$ cat src/hdl/sup_pkg.sv
// constants and types shared by the supervisor design
package sup_pkg;

	// time base
	localparam int unsigned CLK_HZ     = 50_000_000;
	localparam int unsigned CYC_PER_MS = CLK_HZ / 1000;

	// times in milliseconds, as specified
	localparam int unsigned POR_MS      = 200;
	localparam int unsigned WD_LONG_MS  = 1400;
	localparam int unsigned WD_MID_MS   = 600;
	localparam int unsigned WD_SHORT_MS = 200;
	localparam int unsigned NVW_MS      = 5;

	// derived cycle counts, defaults of the top-level parameters
	localparam int unsigned POR_CYC_DEF      = POR_MS * CYC_PER_MS;
	localparam int unsigned WD_LONG_CYC_DEF  = WD_LONG_MS * CYC_PER_MS;
	localparam int unsigned WD_MID_CYC_DEF   = WD_MID_MS * CYC_PER_MS;
	localparam int unsigned WD_SHORT_CYC_DEF = WD_SHORT_MS * CYC_PER_MS;
	localparam int unsigned NVW_CYC_DEF      = NVW_MS * CYC_PER_MS;

	// serial instruction opcodes
	localparam logic [7:0] OP_SET_FLAG = 8'h00;
	localparam logic [7:0] OP_WRSR     = 8'h01;
	localparam logic [7:0] OP_WRITE    = 8'h02;
	localparam logic [7:0] OP_READ     = 8'h03;
	localparam logic [7:0] OP_CLR      = 8'h04;
	localparam logic [7:0] OP_RDSR     = 8'h05;
	localparam logic [7:0] OP_WREN     = 8'h06;

	// status byte field positions
	localparam int ST_PROTECT_LOCK_ENABLE_BIT  = 7;
	localparam int ST_FLAG  = 6;
	localparam int ST_WD_HI = 5;
	localparam int ST_WD_LO = 4;
	localparam int ST_BL_HI = 3;
	localparam int ST_BL_LO = 2;

	// timeout select encodings
	localparam logic [1:0] WD_SEL_LONG  = 2'h0;
	localparam logic [1:0] WD_SEL_MID   = 2'h1;
	localparam logic [1:0] WD_SEL_SHORT = 2'h2;
	localparam logic [1:0] WD_SEL_OFF   = 2'h3;

	// reset values of the nonvolatile bits (factory state)
	localparam logic [1:0] WD_SEL_RST = WD_SEL_OFF;
	localparam logic [1:0] BL_RST     = 2'h0;
	localparam logic       PROTECT_LOCK_ENABLE_BIT_RST   = 1'b0;

	// serial bit counter
	localparam logic [2:0] BIT_LAST = 3'h7;

	// synchroniser input order
	localparam int SY_CS   = 0;
	localparam int SY_SCK  = 1;
	localparam int SY_SI   = 2;
	localparam int SY_WP   = 3;
	localparam int SY_LOW  = 4;
	localparam int SY_W    = 5;
	localparam logic [4:0] SY_RST = 5'h09;

	typedef enum logic [2:0] {
		SER_IDLE,
		SER_OPCODE,
		SER_WRDATA,
		SER_RDOUT,
		SER_IGNORE
	} ser_state_t;

endpackage : sup_pkg

$ cat src/hdl/pin_sync.sv
// two-flop synchroniser for a group of pin inputs
`timescale 1ns/10ps
module pin_sync
	import sup_pkg::*;
#(
	parameter int         W       = SY_W,
	parameter logic [4:0] RST_VAL = SY_RST
) (
	// clock and reset
	input  wire logic         ref_clk,
	input  wire logic         srst,
	// pins in, synchronised copies out
	input  wire logic [W-1:0] async_in,
	output logic      [W-1:0] sync_out
);

	logic [W-1:0] meta_ff;
	logic [W-1:0] nxt_meta;
	logic [W-1:0] sync_ff;
	logic [W-1:0] nxt_sync;

	// per-bit stage selection; the first stage feeds only the second
	for (genvar i = 0; i < W; i++) begin : g_bit
		assign nxt_meta[i] = srst ? RST_VAL[i] : async_in[i];
		assign nxt_sync[i] = srst ? RST_VAL[i] : meta_ff[i];
	end

	always_ff @(posedge ref_clk) begin
		meta_ff <= nxt_meta;
		sync_ff <= nxt_sync;
	end

	assign sync_out = sync_ff;

endmodule : pin_sync

$ cat src/hdl/sup_watchdog.sv
// processor supervisor: reset generator, watchdog and serial status port
//
// Overview of operation
// select high deselects and floats the serial output; low enables the device
// host must give a select falling edge after power-up before any operation
// deselected and no nonvolatile write busy means standby; busy write stays active
// every select falling edge restarts the watchdog count from zero
// no falling edge within the selected timeout drives reset active
// watchdog resets only when enabled, whether select sits high or low
// host must pulse select low periodically before each timeout
// two nonvolatile status bits choose the watchdog period
// protect pin low with lock bit set freezes watchdog, lock and protect bits
// supply below threshold asserts reset until 200 ms of good supply
// reset is asserted at power-up and held 200 ms after supply is good
// while reset is active all serial instructions are ignored
// serial input sampled on clock rising edges, most significant bit first
// read data changes on serial clock falling edges, push-pull output
// select 00 is 1.4 s, 01 600 ms, 10 200 ms, 11 disabled
// volatile cause flag set and cleared by command, cleared at power-up
// after a watchdog reset is released the count restarts from zero
`timescale 1ns/10ps
module sup_watchdog
	import sup_pkg::*;
#(
	parameter int unsigned POR_CYCLES      = POR_CYC_DEF,
	parameter int unsigned WD_LONG_CYCLES  = WD_LONG_CYC_DEF,
	parameter int unsigned WD_MID_CYCLES   = WD_MID_CYC_DEF,
	parameter int unsigned WD_SHORT_CYCLES = WD_SHORT_CYC_DEF,
	parameter int unsigned NVW_CYCLES      = NVW_CYC_DEF
) (
	// clock and reset
	input  wire logic ref_clk,
	input  wire logic srst,
	// host serial pins
	input  wire logic select_and_kick_input_n,
	input  wire logic sck,
	input  wire logic si,
	output logic      so_out,
	output logic      so_oe,
	// protect pin and supply monitor
	input  wire logic write_protect_n,
	input  wire logic supply_low,
	// supervisor outputs
	output logic      reset_out,
	output logic      standby,
	output logic      reset_cause_flag,
	output logic      timeout_select_high_bit,
	output logic      timeout_select_low_bit
);

	////////////////////////////////////////////////////////////////////////////
	// pin synchronisation and edge detection

	logic [SY_W-1:0] pins_s;
	logic            cs_s;
	logic            sck_s;
	logic            si_s;
	logic            wp_n_s;
	logic            low_s;
	logic            cs_prev_ff;
	logic            sck_prev_ff;
	logic            cs_fall;
	logic            cs_rise;
	logic            sck_rise;
	logic            sck_fall;

	pin_sync #(
		.W       (SY_W),
		.RST_VAL (SY_RST)
	) u_sync (
		.ref_clk  (ref_clk),
		.srst     (srst),
		.async_in ({supply_low, write_protect_n, si, sck, select_and_kick_input_n}),
		.sync_out (pins_s)
	);

	assign cs_s   = pins_s[SY_CS];
	assign sck_s  = pins_s[SY_SCK];
	assign si_s   = pins_s[SY_SI];
	assign wp_n_s = pins_s[SY_WP];
	assign low_s  = pins_s[SY_LOW];

	// previous levels, idle high select so reset never fakes an edge
	always_ff @(posedge ref_clk) begin
		cs_prev_ff  <= srst ? 1'b1 : cs_s;
		sck_prev_ff <= srst ? 1'b0 : sck_s;
	end

	assign cs_fall  = cs_prev_ff & ~cs_s;
	assign cs_rise  = ~cs_prev_ff & cs_s;
	assign sck_rise = ~sck_prev_ff & sck_s;
	assign sck_fall = sck_prev_ff & ~sck_s;

	////////////////////////////////////////////////////////////////////////////
	// reset generator and watchdog

	logic [31:0] rst_cnt_ff;
	logic [31:0] nxt_rst_cnt;
	logic [31:0] wd_cnt_ff;
	logic [31:0] nxt_wd_cnt;
	logic        reset_out_ff;
	logic        nxt_reset_out;
	logic        rst_act;
	logic        wd_en;
	logic        wd_expire;
	logic [1:0]  wd_sel_ff;

	// timeout decode, used only by the expiry compare
	function automatic logic [31:0] wd_period(input logic [1:0] sel);
		unique case (sel)
			WD_SEL_LONG:  wd_period = WD_LONG_CYCLES;
			WD_SEL_MID:   wd_period = WD_MID_CYCLES;
			WD_SEL_SHORT: wd_period = WD_SHORT_CYCLES;
			WD_SEL_OFF:   wd_period = '0;
		endcase
	endfunction : wd_period

	assign rst_act   = (rst_cnt_ff != POR_CYCLES);
	assign wd_en     = (wd_sel_ff != WD_SEL_OFF);
	// a level held either way never kicks, only a falling edge does
	assign wd_expire = wd_en && !rst_act && !cs_fall
		&& (wd_cnt_ff == wd_period(wd_sel_ff) - 32'h1);

	// any brown-out or expiry restarts the full release delay
	always_comb begin
		nxt_rst_cnt = rst_cnt_ff;
		if (low_s || wd_expire) begin
			nxt_rst_cnt = '0;
		end else if (rst_act) begin
			nxt_rst_cnt = rst_cnt_ff + 32'h1;
		end
		nxt_reset_out = (nxt_rst_cnt != POR_CYCLES);
		// held at zero in reset so the host gets a full period after release
		if (!wd_en || rst_act || cs_fall || wd_expire) begin
			nxt_wd_cnt = '0;
		end else begin
			nxt_wd_cnt = wd_cnt_ff + 32'h1;
		end
	end

	always_ff @(posedge ref_clk) begin
		if (srst) begin
			rst_cnt_ff   <= '0;
			reset_out_ff <= 1'b1;
			wd_cnt_ff    <= '0;
		end else begin
			rst_cnt_ff   <= nxt_rst_cnt;
			reset_out_ff <= nxt_reset_out;
			wd_cnt_ff    <= nxt_wd_cnt;
		end
	end

	////////////////////////////////////////////////////////////////////////////
	// serial port and status register

	ser_state_t  st_ff;
	ser_state_t  nxt_st;
	logic [2:0]  bit_ff;
	logic [2:0]  nxt_bit;
	logic [7:0]  in_sh_ff;
	logic [7:0]  nxt_in_sh;
	logic [7:0]  out_sh_ff;
	logic [7:0]  nxt_out_sh;
	logic [7:0]  wr_data_ff;
	logic [7:0]  nxt_wr_data;
	logic [31:0] wip_cnt_ff;
	logic [31:0] nxt_wip_cnt;
	logic [1:0]  nxt_wd_sel;
	logic [1:0]  bl_ff;
	logic [1:0]  nxt_bl;
	logic        protect_lock_enable_bit_ff;
	logic        nxt_protect_lock_enable_bit;
	logic        flag_ff;
	logic        nxt_flag;
	logic        wel_ff;
	logic        nxt_wel;
	logic        wip_ff;
	logic        nxt_wip;
	logic        pend_ff;
	logic        nxt_pend;
	logic        so_ff;
	logic        nxt_so;
	logic        so_oe_ff;
	logic        nxt_so_oe;
	logic        standby_ff;
	logic        nxt_standby;
	logic        locked;
	logic [7:0]  op_now;
	logic [7:0]  status;

	assign locked = protect_lock_enable_bit_ff && !wp_n_s;
	assign op_now = {in_sh_ff[6:0], si_s};
	assign status = {protect_lock_enable_bit_ff, flag_ff, wd_sel_ff, bl_ff, wel_ff, wip_ff};

	// frame sequencing, instruction decode and status updates
	always_comb begin
		nxt_st      = st_ff;
		nxt_bit     = bit_ff;
		nxt_in_sh   = in_sh_ff;
		nxt_out_sh  = out_sh_ff;
		nxt_wr_data = wr_data_ff;
		nxt_wip_cnt = wip_cnt_ff;
		nxt_wd_sel  = wd_sel_ff;
		nxt_bl      = bl_ff;
		nxt_protect_lock_enable_bit    = protect_lock_enable_bit_ff;
		nxt_flag    = flag_ff;
		nxt_wel     = wel_ff;
		nxt_wip     = wip_ff;
		nxt_pend    = pend_ff;
		nxt_so      = so_ff;
		// self-timed nonvolatile write; latch drops when it ends
		if (wip_ff) begin
			if (wip_cnt_ff == NVW_CYCLES - 32'h1) begin
				nxt_wip     = 1'b0;
				nxt_wel     = 1'b0;
				nxt_wip_cnt = '0;
			end else begin
				nxt_wip_cnt = wip_cnt_ff + 32'h1;
			end
		end
		// in reset no frame opens, decodes or commits; a pending write is abandoned
		if (rst_act) begin
			nxt_st   = SER_IDLE;
			nxt_pend = 1'b0;
		end else if (cs_fall) begin  // a level at power-up opens nothing
			nxt_st  = SER_OPCODE;
			nxt_bit = '0;
		end else if (cs_rise) begin
			nxt_st = SER_IDLE;
			if (pend_ff) begin
				nxt_pend    = 1'b0;
				nxt_flag    = wr_data_ff[ST_FLAG];
				nxt_wip     = 1'b1;
				nxt_wip_cnt = '0;
				if (!locked) begin
					nxt_protect_lock_enable_bit   = wr_data_ff[ST_PROTECT_LOCK_ENABLE_BIT];
					nxt_wd_sel = wr_data_ff[ST_WD_HI:ST_WD_LO];
					nxt_bl     = wr_data_ff[ST_BL_HI:ST_BL_LO];
				end
			end
		end else if (sck_rise && st_ff != SER_IDLE) begin
			nxt_in_sh = op_now;
			nxt_bit   = bit_ff + 3'h1;
			if (bit_ff == BIT_LAST && st_ff == SER_WRDATA) begin
				nxt_wr_data = op_now;
				nxt_pend    = 1'b1;
				nxt_st      = SER_IGNORE;
			end else if (bit_ff == BIT_LAST && st_ff == SER_OPCODE) begin
				nxt_st = SER_IGNORE;
				// a busy write accepts nothing but a status read
				if (!wip_ff || op_now == OP_RDSR) begin
					case (op_now)
						OP_WREN:     nxt_wel = 1'b1;
						OP_SET_FLAG: nxt_flag = 1'b1;
						OP_CLR: begin
							nxt_wel  = 1'b0;
							nxt_flag = 1'b0;
						end
						OP_RDSR: begin
							nxt_out_sh = status;
							nxt_st     = SER_RDOUT;
						end
						OP_WRSR: nxt_st = wel_ff ? SER_WRDATA : SER_IGNORE;
						// memory array is not present: reads and writes fall through
						default: nxt_st = SER_IGNORE;
					endcase
				end
			end
		end else if (sck_fall && st_ff == SER_RDOUT) begin
			nxt_so     = out_sh_ff[7];
			nxt_out_sh = {out_sh_ff[6:0], out_sh_ff[7]};
		end
		nxt_so_oe   = (nxt_st == SER_RDOUT) && !cs_s;
		nxt_standby = cs_s && !nxt_wip;
	end

	always_ff @(posedge ref_clk) begin
		if (srst) begin
			st_ff      <= SER_IDLE;
			bit_ff     <= '0;
			in_sh_ff   <= '0;
			out_sh_ff  <= '0;
			wr_data_ff <= '0;
			wip_cnt_ff <= '0;
			wd_sel_ff  <= WD_SEL_RST;
			bl_ff      <= BL_RST;
			protect_lock_enable_bit_ff    <= PROTECT_LOCK_ENABLE_BIT_RST;
			flag_ff    <= 1'b0;
			wel_ff     <= 1'b0;
			wip_ff     <= 1'b0;
			pend_ff    <= 1'b0;
			so_ff      <= 1'b0;
			so_oe_ff   <= 1'b0;
			standby_ff <= 1'b1;
		end else begin
			st_ff      <= nxt_st;
			bit_ff     <= nxt_bit;
			in_sh_ff   <= nxt_in_sh;
			out_sh_ff  <= nxt_out_sh;
			wr_data_ff <= nxt_wr_data;
			wip_cnt_ff <= nxt_wip_cnt;
			wd_sel_ff  <= nxt_wd_sel;
			bl_ff      <= nxt_bl;
			protect_lock_enable_bit_ff    <= nxt_protect_lock_enable_bit;
			flag_ff    <= nxt_flag;
			wel_ff     <= nxt_wel;
			wip_ff     <= nxt_wip;
			pend_ff    <= nxt_pend;
			so_ff      <= nxt_so;
			so_oe_ff   <= nxt_so_oe;
			standby_ff <= nxt_standby;
		end
	end

	// outputs straight from flops
	assign reset_out               = reset_out_ff;
	assign so_out                  = so_ff;
	assign so_oe                   = so_oe_ff;
	assign standby                 = standby_ff;
	assign reset_cause_flag        = flag_ff;
	assign timeout_select_high_bit = wd_sel_ff[1];
	assign timeout_select_low_bit  = wd_sel_ff[0];
endmodule : sup_watchdog

$ cat config.mk
export PLATFORM = sky130hd
export DESIGN_NAME = sup_watchdog
export DESIGN_NICKNAME = d
export VERILOG_FILES = /design/src/hdl/sup_pkg.sv /design/src/hdl/pin_sync.sv /design/src/hdl/sup_watchdog.sv
export SDC_FILE = /design/constraint.sdc
export NUM_CORES = 1
export LEC_CHECK = 0
export ABC_AREA = 1
export BUFFER_PORTS_ARGS = -buffer_cell sky130_fd_sc_hd__buf_2
export CAP_MARGIN = 30
export CORE_ASPECT_RATIO = 0.9
export CORE_MARGIN = 2
export CORE_UTILIZATION = 59
export CTS_BUF_LIST = sky130_fd_sc_hd__clkbuf_4 sky130_fd_sc_hd__clkbuf_8
export CTS_CLUSTER_DIAMETER = 60
export DETAILED_ROUTE_END_ITERATION = 7
export GPL_TIMING_DRIVEN = 0
export PLACE_DENSITY_LB_ADDON = 0.2
export SLEW_MARGIN = 40
export SYNTH_ARGS = -nofsm -noshare
export SYNTH_HDL_FRONTEND = slang
export SYNTH_SLANG_ARGS = --single-unit
$ cat constraint.sdc
create_clock -name ref_clk -period 2.1 [get_ports ref_clk]
set_input_delay 0.315 -clock ref_clk [delete_from_list [all_inputs] [get_ports ref_clk]]
set_output_delay 0.315 -clock ref_clk [all_outputs]
set_load 0.02 [all_outputs]
==> metrics.md <==
| Metric | Value |
|---|---|
| Final Setup Violations | 21 |
| Area grow syn2layout | 18.0% |
| Final Max Tran Viols | 0 |
| CTS sink cnt | 148 |
| Share of the synthesized area in the top cell type | 37.0% |
| Share of layout cells above drive strength 1 | 17.7% |
| Critical Path Max Stage Delay | 420 ps |
| #FFs+latches synth | 148 |
| Crit path max fanout | 7 |
| Final hold vios | 0 |
| Post-synth top cells | nand2_1, nor2_1, inv_1 |
| RSZ-0062 raised after global routing | yes |
| Synth Warn # | 0 |
| Clock share of power | 42.6% |
| Post-layout util | 71.0% |
| Total Die Area | 0.0145 mm² |
| Reg clk slew, reported paths | 90 ps |
| Power, Total | 5.21 mW |
| Crit path required time | 2450 ps |
| GRT Total Usage | 27.2% |
| Buf/Inv on CP | 2 |
| Pint | 3.88 mW |
| Crit path cell chain | inv_6 -> ha_4 -> inv_2 -> o21ai_1 -> nand2_1 -> nor2_2 -> nand2_1 -> nor2_2 -> nand2_4 -> nor2_4 -> nor2_4 -> nand2_2 -> nor2_1 -> nor2_1 -> nand4_1 |
| Startpoint Class | flip-flop |
| Static leakage | 3.47 nW |
| Clock skew | 18.4 ps |
| Nets | 1288 |
| HPWL after DPL | 13.8 mm |
| Sequential fraction of the synthesis area | 37.0% |
| Net Sw Frac | 25.4% |
| Fin worst setup slack | -46.0 ps |
| Number of cells on the critical path | 15 |
| Combinational Power Share | 3.1% |
| Setup CP Type | reg -> reg |
| Reg2Reg Depth | 15 |
| Worst R2R Setup Slack | -50 ps |
| # Max-Cap Violations | 0 |
| Synth area leader | dfxtp_1 |
| Max H-tree Level | 4 |
| PwrDens | 551 mW/mm² |
| Total grt overflow | 0 |
| Chip width | 127 µm |
| ANT cells | 0 |
| Main area contributors after synthesis | dfxtp_1, nand2_1, nor2_1, inv_1, nand3_1 |
| Worst vdd ir | 486 µV |
| Starting Density | 60.2% |
| Worst reg2reg path startpoint | wd_sel_ff[1] |
| WHS Endpoint | u_sync.meta_ff[2] |
| Reg-to-reg endpoint | reset_out |
| Post-synthesis cell type count | 44 |
| Mapped cell area | 0.00801 mm² |
| Kind of end point of the critical path | flip-flop |
| Post-layout min period | 2150 ps |
| Pre-CTS setup slack | -362 ps |
| Initial antenna violation count | 0 |
| Ys flop type | dfxtp_1 |
| CTS buffer count | 17 |
| Seq pwr share | 54.3% |
| P_sw | 1.32 mW |
| Root buf cell | clkbuf_8 |
| Largest delay share family, worst path | simple AND/OR/NAND/NOR gates |
| Critical Path Slowest Stage Cell | dfxtp_4 |
| Post-Synthesis Cells | 1213 |
| Die Y | 115 µm |
| Post-synth ARST share | 0% |
| DRT Pass-1 Iters | 5 |
| Hold path cells | 3 |
| DRC | 0 |
| IO Pins | 14 |
| Peak Freq | 466 MHz |
| Worst Tran Pin Value | 518 ps |
| Min-Delay Startpoint | si |
| Post-Syn Area per Cell | 6.61 µm² |
| Slew HR | 65.5% |
| Vias per cell | 5.33 |
| Most frequent cell after synthesis | nand2_1 |
| Class of the worst hold path | in -> reg |
| Largest net degree at the start of global routing | 17 |
| Critical Path AT | 2500 ps |
| Rows | 40 |
| Core ar. | 0.0133 mm² |
| Vias in the first global route | 7050 |
| Failing checks | setup timing |
| First-pass GRT wire length | 32.1 mm |
| Longest Clk Path Bufs | 2 |
| Total vias in the final route | 7734 |
| CTS tree | done |
| Status | complete, but fails checks |
| Post-Syn Nets | 1230 |
| Period utilisation layout | 102% |
| Clock latency at the later pin of the worst-skew pair | 490 ps |
| DRT iter0 DRCs | 709 |
| EDFF count, synth | 0 |
| Buffers on Ports | 13 |
| ANT nets after route | 0 |
| DR WL/cell | 13.6 µm |
| Final wirelength | 19.7 mm |
| RePlAce Congestion | 0.942 |
[cells in the final DEF (no fill, tap or decap), types with 6 or more instances in the layout]
cell and n:
inv_2 11, a211oi_1 9, dfxtp_2 9, a31oi_1 8
buf_2 17, nor2_1 202, nor3_1 33, nor3b_1 8
or2_2 7, nand2_4 6, nor2_4 18, nand4_1 37
clkbuf_1 7, clkbuf_8 18, nor2_2 20, ha_4 6
xnor2_1 7, nand3_1 48, a21oi_1 48, o21ai_0 47
xor2_1 28, dfxtp_1 136, buf_6 9, nor4_1 14
inv_1 164, nand2_2 21, nand2_1 235, buf_4 22
nand3_2 10
[metal layers]
layer | part of all wire, % | up-vias | track usage (%) | routed length (µm)
met5 | 0 | - | 0 | 0
met4 | 1.8 | 0 | 9.16 | 362
met1 | 47 | 3535 | 36.7 | 9240
li1 | - | 3992 | - | -
met3 | 4.6 | 31 | 5.75 | 902
met2 | 47 | 176 | 43.7 | 9220
[area by class of cell]
type,count,area (µm²)
tap,168,210
sequential,148,2990
inverter,180,693
multi-input combinational,863,4710
clock buffer,18,248
timing repair buffer,41,313
buffer,20,144
fill,1107,3860
clock inverter,14,145
[flip-flops by register name, summed over array words and instances, names as in the netlist, 2 cells and up]
register,flops
st_ff,3
out_sh_ff,8
wr_data_ff,6
u_sync.meta_ff,5
in_sh_ff,7
u_sync.sync_out,5
wip_cnt_ff,32
wd_cnt_ff,32
bit_ff,3
rst_cnt_ff,32
bl_ff,2
wd_sel_ff,2
[repair_timing]
item                                   4_1_cts  5_1_grt
hold buffers                                 2        0
setup endpoints to repair                   74       87
setup buffers                                7       18
endpoints found under the hold margin        2        0
resized for setup                           48      109
pin swaps                                   11       53
cloned                                       0        1
[metrics by stage]
| stage | area, µm² | hold WS (ps) | setup TNS, ps | instances |
|---|---|---|---|---|
| after floorplan | 8020 | 388 | 0 | 1213 |
| after global placement | 8300 | 394 | -15850 | 1394 |
| after detailed placement | 8300 | 396 | -14650 | 1394 |
| after CTS | 8920 | 5.90 | -6.80 | 1434 |
| after global routing | 9450 | 9.54 | -2470 | 1452 |
| final | 9450 | 32.3 | -508 | 1452 |
[kinds of logic after synthesis]
logic type / after synthesis / share of synthesized area (%)
AND/OR/NAND/NOR: 682 / 38.3
buffers and inverters: 202 / 9.88
flip-flops: 148 / 37.0
AO/OA/AOI/OAI: 133 / 9.17
XOR/XNOR: 38 / 4.15
adder cells (fa/ha/maj): 10 / 1.56
[worst max path at each step]
stage	startpoint	end	slack, ps
floorplan	wd_sel_ff[1]	reset_out	70
global placement	wd_sel_ff[1]	reset_out	-400
detailed placement	wd_sel_ff[1]	wd_cnt_ff[4]	-360
CTS	wd_sel_ff[1]	reset_out	-7
global route	wd_sel_ff[0]	reset_out	-130
finish	wd_sel_ff[1]	reset_out	-50
[power groups by stage]
stage          Combinational [mW]  Sequential (mW)  Clock [mW]
6_report                    0.161             2.83        2.22
4_1_cts                     0.138             2.83        2.25
3_5_place_dp                0.125             2.89           0
5_1_grt                     0.176             2.83        2.38
3_3_place_gp                0.123             2.89           0
2_1_floorplan              0.0878             2.89           0
[tightest hold or removal path, cell delays in order]
cell	delay, ps
buf_2	90
inv_1	40
nor2_1	30
No activity file was read; power rests on OpenSTA's default activity.
